$ cat src/hw/identify_data_defines.svh
// register offsets, field positions, fixed values and counts of the identify data block
`ifndef IDENTIFY_DATA_DEFINES_SVH
`define IDENTIFY_DATA_DEFINES_SVH

// ----------------------------------------------------------------------
// register offsets
// ----------------------------------------------------------------------
`define IDW_OFF_CTRL 8'h00
`define IDW_OFF_DATA 8'h04
`define IDW_OFF_STATUS 8'h08
`define IDW_OFF_MODE 8'h0c

// ----------------------------------------------------------------------
// register fields and reset values
// ----------------------------------------------------------------------
`define IDW_CTRL_START_BIT 0
`define IDW_CTRL_ABORT_BIT 1
`define IDW_STAT_ACTIVE_BIT 0
`define IDW_STAT_DONE_BIT 1
`define IDW_STAT_EXTRA_BIT 2
`define IDW_STAT_COUNT_LSB 16
`define IDW_MODE_RESET 2'h0
`define IDW_MODE_MAX 2'h2
`define IDW_RDATA_RESET 32'h0000_0000

// ----------------------------------------------------------------------
// word positions inside the block
// ----------------------------------------------------------------------
`define IDW_W_GENCFG 8'h00
`define IDW_W_SERIAL_FIRST 8'h0a
`define IDW_W_SERIAL_LAST 8'h13
`define IDW_W_FW_FIRST 8'h17
`define IDW_W_FW_LAST 8'h1a
`define IDW_W_MODEL_FIRST 8'h1b
`define IDW_W_MODEL_LAST 8'h2e
`define IDW_W_CAPS 8'h31
`define IDW_W_PIO 8'h33
`define IDW_W_VALID 8'h35
`define IDW_W_UDMA 8'h58
`define IDW_W_ZERO_FIRST 8'h59
`define IDW_W_SECURITY 8'h80
`define IDW_WORD_COUNT 9'h100

// ----------------------------------------------------------------------
// string field sizes in characters
// ----------------------------------------------------------------------
`define IDW_SERIAL_CHARS 20
`define IDW_FW_CHARS 8
`define IDW_MODEL_CHARS 40
`define IDW_BLANK 8'h20

// ----------------------------------------------------------------------
// bit positions and fixed values of individual words
// ----------------------------------------------------------------------
`define IDW_GENCFG_ATAPI_BIT 15
`define IDW_GENCFG_REMOVABLE_BIT 7
`define IDW_GENCFG_FIXED_BIT 6
`define IDW_CAPS_STANDBY_BIT 13
`define IDW_CAPS_IORDY_BIT 11
`define IDW_CAPS_IORDY_OFF_BIT 10
`define IDW_CAPS_LBA_BIT 9
`define IDW_CAPS_DMA_BIT 8
`define IDW_PIO_MODE 8'h02
`define IDW_VALID_UDMA_BIT 2
`define IDW_VALID_W64_BIT 1
`define IDW_VALID_W54_BIT 0
`define IDW_UDMA_SUPPORTED 3'h7
`define IDW_UDMA_CUR_LSB 8

`endif

$ cat src/hw/identify_data_pkg.sv
// types shared by the identify data block
package identify_data_pkg;
    typedef logic [15:0] id_word_t;
    typedef logic [7:0] word_idx_t;
    typedef logic [1:0] udma_mode_t;
    typedef enum logic [0:0] {xfer_idle, xfer_run} xfer_state_t;
endpackage

$ cat src/hw/id_string_rom.sv
// ascii string fields of the identify block: serial, firmware revision, model
`timescale 1ns/10ps
`include "identify_data_defines.svh"

module id_string_rom
    import identify_data_pkg::*;
#(
    // string contents are arbitrary; first character sits in the high byte of the first word
    parameter logic [`IDW_SERIAL_CHARS*8-1:0] SERIAL_TEXT = {{10{8'h20}}, "SN00000001"},
    parameter logic [`IDW_FW_CHARS*8-1:0] FW_TEXT = "REV 1.0 ",
    parameter logic [`IDW_MODEL_CHARS*8-1:0] MODEL_TEXT = {"GENERIC ATA DISK", {24{8'h20}}}
) (
    input wire word_idx_t word_idx_in,
    output id_word_t text_word_out,
    output logic text_hit_out
);

    // ----------------------------------------------------------------------
    // field slicing
    // ----------------------------------------------------------------------
    word_idx_t rel;

    always_comb begin
        rel = 8'h00;
        text_word_out = 16'h0000;
        text_hit_out = 1'b0;
        if (word_idx_in >= `IDW_W_SERIAL_FIRST && word_idx_in <= `IDW_W_SERIAL_LAST) begin
            rel = word_idx_in - `IDW_W_SERIAL_FIRST;
            text_word_out = SERIAL_TEXT[(`IDW_SERIAL_CHARS*8-1) - 16*rel -: 16];
            text_hit_out = 1'b1;
        end else if (word_idx_in >= `IDW_W_FW_FIRST && word_idx_in <= `IDW_W_FW_LAST) begin
            rel = word_idx_in - `IDW_W_FW_FIRST;
            text_word_out = FW_TEXT[(`IDW_FW_CHARS*8-1) - 16*rel -: 16];
            text_hit_out = 1'b1;
        end else if (word_idx_in >= `IDW_W_MODEL_FIRST && word_idx_in <= `IDW_W_MODEL_LAST) begin
            rel = word_idx_in - `IDW_W_MODEL_FIRST;
            text_word_out = MODEL_TEXT[(`IDW_MODEL_CHARS*8-1) - 16*rel -: 16];
            text_hit_out = 1'b1;
        end
    end

endmodule // id_string_rom

$ cat src/hw/id_word_pointer.sv
// counter that walks the block from word 0 to word 255
`timescale 1ns/10ps
`include "identify_data_defines.svh"

module id_word_pointer
    import identify_data_pkg::*;
(
    input wire logic sys_clk_in,
    input wire logic rstn_in,
    input wire logic restart_in,
    input wire logic abort_in,
    input wire logic advance_in,
    output word_idx_t word_idx_out,
    output logic [8:0] words_done_out,
    output logic running_out
);

    // ----------------------------------------------------------------------
    // transfer state and count
    // ----------------------------------------------------------------------
    xfer_state_t state_reg;
    logic [8:0] count_reg;

    always_ff @(posedge sys_clk_in or negedge rstn_in) begin
        if (!rstn_in) begin
            state_reg <= xfer_idle;
        end else if (restart_in) begin
            state_reg <= xfer_run;
        end else if (abort_in) begin
            state_reg <= xfer_idle;
        end else if (state_reg == xfer_run && advance_in && count_reg == `IDW_WORD_COUNT - 9'h001) begin
            state_reg <= xfer_idle;
        end
    end

    always_ff @(posedge sys_clk_in or negedge rstn_in) begin
        if (!rstn_in) begin
            count_reg <= 9'h000;
        end else if (restart_in) begin
            count_reg <= 9'h000;
        end else if (state_reg == xfer_run && advance_in && !abort_in) begin
            count_reg <= count_reg + 9'h001;
        end
    end

    assign word_idx_out = count_reg[7:0];
    assign words_done_out = count_reg;
    assign running_out = (state_reg == xfer_run);

endmodule // id_word_pointer

$ cat src/hw/identify_data.sv
// identify device parameter block with its register port
//
// The address map and the address-and-strobe port were chosen for this implementation.
`timescale 1ns/10ps
`include "identify_data_defines.svh"

// Operation
// - words 89 to 255 read zero, word 128 included
// - word 0 bit 6 set; vendor bits and bit 0 zero
// - word 0 bits 15 and 7 clear: ata device, fixed media
// - words 10-19 hold twenty serial characters, right aligned
// - words 23-26 hold eight firmware characters, left aligned
// - words 27-46 hold forty model characters, left aligned, space padded
// - word 49 bit 11 set, bit 10 clear
// - word 49 bits 9 and 8 set
// - word 49 bit 13 clear; bits 15, 14, 12 zero
// - word 51 upper byte is two
// - word 53 bit 2 set, word 88 valid
// - word 53 bits 1 and 0 set, bits 15-3 zero
// - word 88 low bits 7, current ultra dma mode in bits 10-8
module identify_data
    import identify_data_pkg::*;
(
    input wire logic sys_clk_in,
    input wire logic rstn_in,
    input wire logic [7:0] addr_in,
    input wire logic [31:0] wdata_in,
    input wire logic wr_in,
    input wire logic rd_in,
    output logic [31:0] rdata_out,
    output logic xfer_active_out,
    output logic xfer_done_out
);

    // ----------------------------------------------------------------------
    // word assembly helpers
    // ----------------------------------------------------------------------
    function automatic id_word_t gencfg_word();
        id_word_t w;
        w = 16'h0000;
        w[`IDW_GENCFG_ATAPI_BIT] = 1'b0;
        w[`IDW_GENCFG_REMOVABLE_BIT] = 1'b0;
        w[`IDW_GENCFG_FIXED_BIT] = 1'b1;
        return w;
    endfunction

    function automatic id_word_t caps_word();
        id_word_t w;
        w = 16'h0000;
        w[`IDW_CAPS_STANDBY_BIT] = 1'b0;
        w[`IDW_CAPS_IORDY_BIT] = 1'b1;
        w[`IDW_CAPS_IORDY_OFF_BIT] = 1'b0;
        w[`IDW_CAPS_LBA_BIT] = 1'b1;
        w[`IDW_CAPS_DMA_BIT] = 1'b1;
        return w;
    endfunction

    function automatic id_word_t valid_word();
        id_word_t w;
        w = 16'h0000;
        w[`IDW_VALID_UDMA_BIT] = 1'b1;
        w[`IDW_VALID_W64_BIT] = 1'b1;
        w[`IDW_VALID_W54_BIT] = 1'b1;
        return w;
    endfunction

    function automatic id_word_t udma_word(input udma_mode_t mode);
        id_word_t w;
        w = 16'h0000;
        w[2:0] = `IDW_UDMA_SUPPORTED;
        w[`IDW_UDMA_CUR_LSB + mode] = 1'b1;
        return w;
    endfunction

    function automatic logic is_reg(input logic [7:0] addr, input logic [7:0] off);
        return addr == off;
    endfunction

    // ----------------------------------------------------------------------
    // register strobes
    // ----------------------------------------------------------------------
    logic start_wr;
    logic abort_wr;
    logic data_rd;
    logic mode_wr;

    assign start_wr = wr_in && is_reg(addr_in, `IDW_OFF_CTRL) && wdata_in[`IDW_CTRL_START_BIT];
    assign abort_wr = wr_in && is_reg(addr_in, `IDW_OFF_CTRL) && wdata_in[`IDW_CTRL_ABORT_BIT];
    assign data_rd = rd_in && is_reg(addr_in, `IDW_OFF_DATA);
    assign mode_wr = wr_in && is_reg(addr_in, `IDW_OFF_MODE);

    // ----------------------------------------------------------------------
    // word pointer and string fields
    // ----------------------------------------------------------------------
    word_idx_t word_idx;
    logic [8:0] words_done;
    logic running;
    id_word_t text_word;
    logic text_hit;

    id_word_pointer u_pointer (
        .sys_clk_in(sys_clk_in),
        .rstn_in(rstn_in),
        .restart_in(start_wr),
        .abort_in(abort_wr),
        .advance_in(data_rd),
        .word_idx_out(word_idx),
        .words_done_out(words_done),
        .running_out(running)
    );

    id_string_rom u_strings (
        .word_idx_in(word_idx),
        .text_word_out(text_word),
        .text_hit_out(text_hit)
    );

    // ----------------------------------------------------------------------
    // current ultra dma mode
    // ----------------------------------------------------------------------
    udma_mode_t mode_reg;

    always_ff @(posedge sys_clk_in or negedge rstn_in) begin
        if (!rstn_in) begin
            mode_reg <= `IDW_MODE_RESET;
        end else if (mode_wr && wdata_in[1:0] <= `IDW_MODE_MAX) begin
            mode_reg <= wdata_in[1:0];
        end
    end

    // ----------------------------------------------------------------------
    // word at the pointer
    // ----------------------------------------------------------------------
    id_word_t cur_word;

    always_comb begin
        cur_word = 16'h0000;
        if (text_hit) begin
            cur_word = text_word;
        end else begin
            unique case (word_idx)
                `IDW_W_GENCFG: begin
                    cur_word = gencfg_word();
                end
                `IDW_W_CAPS: begin
                    cur_word = caps_word();
                end
                `IDW_W_PIO: begin
                    cur_word = {`IDW_PIO_MODE, 8'h00};
                end
                `IDW_W_VALID: begin
                    cur_word = valid_word();
                end
                `IDW_W_UDMA: begin
                    cur_word = udma_word(mode_reg);
                end
                default: begin
                    cur_word = 16'h0000;
                end
            endcase
        end
    end

    // ----------------------------------------------------------------------
    // sticky flags
    // ----------------------------------------------------------------------
    logic done_reg;
    logic extra_reg;
    logic last_word;

    assign last_word = running && data_rd && words_done == `IDW_WORD_COUNT - 9'h001;

    always_ff @(posedge sys_clk_in or negedge rstn_in) begin
        if (!rstn_in) begin
            done_reg <= 1'b0;
        end else if (last_word) begin
            done_reg <= 1'b1;
        end else if (start_wr) begin
            done_reg <= 1'b0;
        end
    end

    always_ff @(posedge sys_clk_in or negedge rstn_in) begin
        if (!rstn_in) begin
            extra_reg <= 1'b0;
        end else if (data_rd && !running) begin
            extra_reg <= 1'b1;
        end else if (start_wr) begin
            extra_reg <= 1'b0;
        end
    end

    // ----------------------------------------------------------------------
    // read data
    // ----------------------------------------------------------------------
    logic [31:0] status_word;

    always_comb begin
        status_word = 32'h0000_0000;
        status_word[`IDW_STAT_ACTIVE_BIT] = running;
        status_word[`IDW_STAT_DONE_BIT] = done_reg;
        status_word[`IDW_STAT_EXTRA_BIT] = extra_reg;
        status_word[`IDW_STAT_COUNT_LSB +: 9] = words_done;
    end

    always_ff @(posedge sys_clk_in or negedge rstn_in) begin
        if (!rstn_in) begin
            rdata_out <= `IDW_RDATA_RESET;
        end else if (rd_in) begin
            if (is_reg(addr_in, `IDW_OFF_DATA)) begin
                rdata_out <= running ? {16'h0000, cur_word} : 32'h0000_0000;
            end else if (is_reg(addr_in, `IDW_OFF_STATUS)) begin
                rdata_out <= status_word;
            end else if (is_reg(addr_in, `IDW_OFF_MODE)) begin
                rdata_out <= {30'h0, mode_reg};
            end else begin
                rdata_out <= 32'h0000_0000;
            end
        end else begin
            rdata_out <= 32'h0000_0000;
        end
    end

    // ----------------------------------------------------------------------
    // status pins
    // ----------------------------------------------------------------------
    always_ff @(posedge sys_clk_in or negedge rstn_in) begin
        if (!rstn_in) begin
            xfer_active_out <= 1'b0;
        end else begin
            xfer_active_out <= (running && !last_word && !abort_wr) || start_wr;
        end
    end

    always_ff @(posedge sys_clk_in or negedge rstn_in) begin
        if (!rstn_in) begin
            xfer_done_out <= 1'b0;
        end else begin
            xfer_done_out <= last_word || (done_reg && !start_wr);
        end
    end

endmodule // identify_data

$ cat config.mk
export PLATFORM = sky130hd
export DESIGN_NAME = identify_data
export DESIGN_NICKNAME = d
export VERILOG_FILES = /design/src/hw/identify_data_pkg.sv /design/src/hw/id_string_rom.sv /design/src/hw/id_word_pointer.sv /design/src/hw/identify_data.sv
export VERILOG_INCLUDE_DIRS = /design/src /design/src/hw
export SDC_FILE = /design/constraint.sdc
export NUM_CORES = 1
export LEC_CHECK = 0
export CORE_ASPECT_RATIO = 0.9
export CORE_MARGIN = 2
export CORE_UTILIZATION = 40
export DETAILED_ROUTE_END_ITERATION = 10
export DONT_BUFFER_PORTS = 1
export HOLD_SLACK_MARGIN = 0.1
export PLACE_DENSITY_LB_ADDON = 0.15
export SLEW_MARGIN = 15
export SYNTH_ARGS = -nofsm -noshare
export SYNTH_HDL_FRONTEND = slang
export SYNTH_SLANG_ARGS = --single-unit
$ cat constraint.sdc
create_clock -name sys_clk_in -period 2.85 [get_ports sys_clk_in]
set_input_delay 0.855 -clock sys_clk_in [delete_from_list [all_inputs] [get_ports sys_clk_in]]
set_output_delay 0.855 -clock sys_clk_in [all_outputs]
set_load 0.02 [all_outputs]
==> impl_results.md <==
- Status: finished, final reports clean
- Max-capacitance violation count: 0
- Synth cell types: 70
- Count leader, synth: dfrtp_1
- Boundary Pins: 78
- WL final: around 8.4 mm
- DR vias: between 2k and 3k
- Leakage Power: ~1.5 nW
- Avg Cell Area, Syn: between 8 and 9 µm²
- Total track usage: 21.1%
- Post-synth EDFFs: 0
- Final Hold Vio Count: 0
- Worst hold path type: in2async
- Die Wd: between 90 and 100 µm
- Post-synth top area share: approximately a third
- Crit path launch type: flop
- R2R Setup Slk: around 0.19 ns
- Sink Count: 39
- Arr. time, crit path: 2.83 ns
- Initial Utilization: between 40 and 50%
- Pwr Density: 542 nW/µm²
- RSZ-0062 raised after global routing: true
- Initial DRC Count: between 150 and 200
- Final slew viol count: 0
- Min Hold Slack: approximately 0.24 ns
- Core box area: 7470 µm²
- Worst-skew pair later-pin latency: ~0.30 ns
- CTS tree: yes
- Share of cells above drive strength 1: a little under a fifth
- Routed WL per cell: 17.9 µm
- Initial antenna violation count: 0
- Remaining DRCs: 0
- I/O Buffers: 0
- Mapped Area: between 3000 and 4000 µm²
- Worst-path fanout max: 7
- Post-route clock skew: 0.00884 ns
- DRT Pass-1 Iters: 4
- Worst-path clk slew: about 0.08 ns
- CTS buffer count: 5
- Die area: approximately 8400 µm²
- Period utilization: a little over 90%
- Standard-cell rows: 30
- Most frequent cells after synthesis: dfrtp_1, nand2_1, nor2_1
- Vias in the first global route: around 2.6k
- Die Y-Extent: about 87 µm
- GRT overflow: 0
- Dominant cell type by area after synthesis: dfrtp_1
- Rel. slew slack: between 60% and 70%
- Routability Congestion: between 0.9 and 1
- Worst Tran Pin Value: around 0.55 ns
- Syn Inst Count: between 300 and 400
- Top FF cell, synth: dfrtp_1
- CTS Root Buffer Type: clkbuf_8
- #FFs+latches synth: 39
- Nature of the critical path endpoint: flop
- Sequential element share of the synthesized area: between 30% and 40%
- VDD IR max: between 0.0002 and 0.0003 V
- CP Data Required Time: roughly 3.0 ns
- Critical register-to-register path startpoint: u_pointer.words_done_out[2]$_DFFE_PN0P_
- Number of flip-flops under the largest register name: 23
- CTS max path bufs: 2
- Antenna Nets Post-Route: 0
- Synth warn: 0
- Sum Neg Setup Slack: 0 ns
- Synth area leaders: dfrtp_1, ha_1, nand2_1
- ANT cells: 0
- Final Setup Violations: 0
- Largest net degree at the start of global routing: 40
- Kind of critical path: reg2reg
- Async S/R FF share, synth: between 90% and 100%
- Reg2reg end: rdata_out[9]$_DFF_PN0_
- # Post-CTS Setup Buffers: 0
- Synth-to-layout area growth: 14.5%
- First-pass GRT wire length: around 13 mm
- Post-DR vias/cell: approximately 5.7
- Htree depth: 2
- Layout Nets: about 430
- DPL Wire Length: between 6 and 7 mm
- Max Freq: 376 MHz
- CTS hold repair buffers: 0
- Clock period minus worst slack: 2.66 ns
- Worst R2R Path Depth: 10
## worst max path at each step
stage / start / endpoint / slack, ns / depth (start not counted)
6_report: u_pointer.words_done_out[2]$_DFFE_PN0P_ / rdata_out[9]$_DFF_PN0_ / 0.19 / 10
5_1_grt: u_pointer.words_done_out[1]$_DFFE_PN0P_ / rdata_out[1]$_DFF_PN0_ / -0.01 / 14
4_1_cts: u_pointer.words_done_out[2]$_DFFE_PN0P_ / rdata_out[2]$_DFF_PN0_ / 0.03 / 11
3_5_place_dp: u_pointer.words_done_out[2]$_DFFE_PN0P_ / rdata_out[2]$_DFF_PN0_ / -0.03 / 11
3_3_place_gp: u_pointer.words_done_out[2]$_DFFE_PN0P_ / rdata_out[0]$_DFF_PN0_ / -0.06 / 11
2_1_floorplan: u_pointer.words_done_out[1]$_DFFE_PN0P_ / rdata_out[12]$_DFF_PN0_ / 0.24 / 10
## layer usage
layer	vias up	global-route usage, %	wire, µm
met5	-	0	0
met4	0	7.01	172
met3	12	2.86	496
met2	77	32.1	3810
met1	1288	30.7	3920
li1	1290	-	-
## cells by family after synthesis
family | Yosys count | share of synthesized area, %
mux | 3 | 0.980
simple gates | 150 | 26.6
fa+ha+maj | 16 | 6.54
compound gates | 89 | 21.2
flops | 39 | 31.9
buf+inv | 38 | 7.11
other cells | 1 | 0.122
xor+xnor | 17 | 5.60
## where the power goes
part	switching (W)	internal [W]
registers	0.0000162	0.000562
logic	0.000443	0.000327
clock network	0.000204	0.000350
## final cells by class
type | count | area [µm²]
Fill cell | 735 | 3960
Tap cell | 96 | 120
Inverter | 13 | 48.8
Timing Repair Buffer | 30 | 238
Clock inverter | 2 | 60.1
Multi-Input combinational cell | 284 | 1990
Sequential cell | 39 | 978
Clock buffer | 6 | 72.6
## per-stage QoR
step / area [µm²] / util [%] / power (W) / setup slack, ns / instances
floorplan: 3090 / - / 0.00111 / 0.243 / 361
global placement: 3280 / 43.9 / 0.00130 / -0.0572 / 462
detailed placement: 3280 / 43.9 / 0.00131 / -0.0304 / 462
CTS: 3420 / 45.8 / 0.00187 / 0.0274 / 470
global route: 3510 / 47.0 / 0.00201 / -0.0141 / 470
finish: 3510 / 47.0 / 0.00190 / 0.189 / 470
## worst max-delay path, cell delays in order, from the launching register on
cell and delay [ns]:
dfrtp_2 0.43, inv_1 0.11, ha_1 0.30, a21o_1 0.21, a21oi_2 0.23, xnor2_4 0.14
and4b_1 0.24, o31ai_2 0.41, a21oi_1 0.09, o21ai_1 0.25, a31oi_1 0.13
## cell usage in the layout (no fill, tap or decap), drive strengths merged, types with 5 or more instances in the layout
master and n:
a211oi 7, and3 6, nor2b 8, nand2b 5, ha 16, nor3 9, dfrtp 39, nand2 35
and2 16, nor2 33, a21o 6, xnor2 15, o21ai 16, nand4 7, clkbuf 6, nand3 15
inv 13, buf 30, conb 9, a21oi 20
## repair_timing
item                                    4_1_cts  5_1_grt
cloned                                        0        0
endpoints found under the setup margin        2       11
pin swaps                                     0        1
gates resized for setup                       2       16
Power figures use the tool's default switching activity.
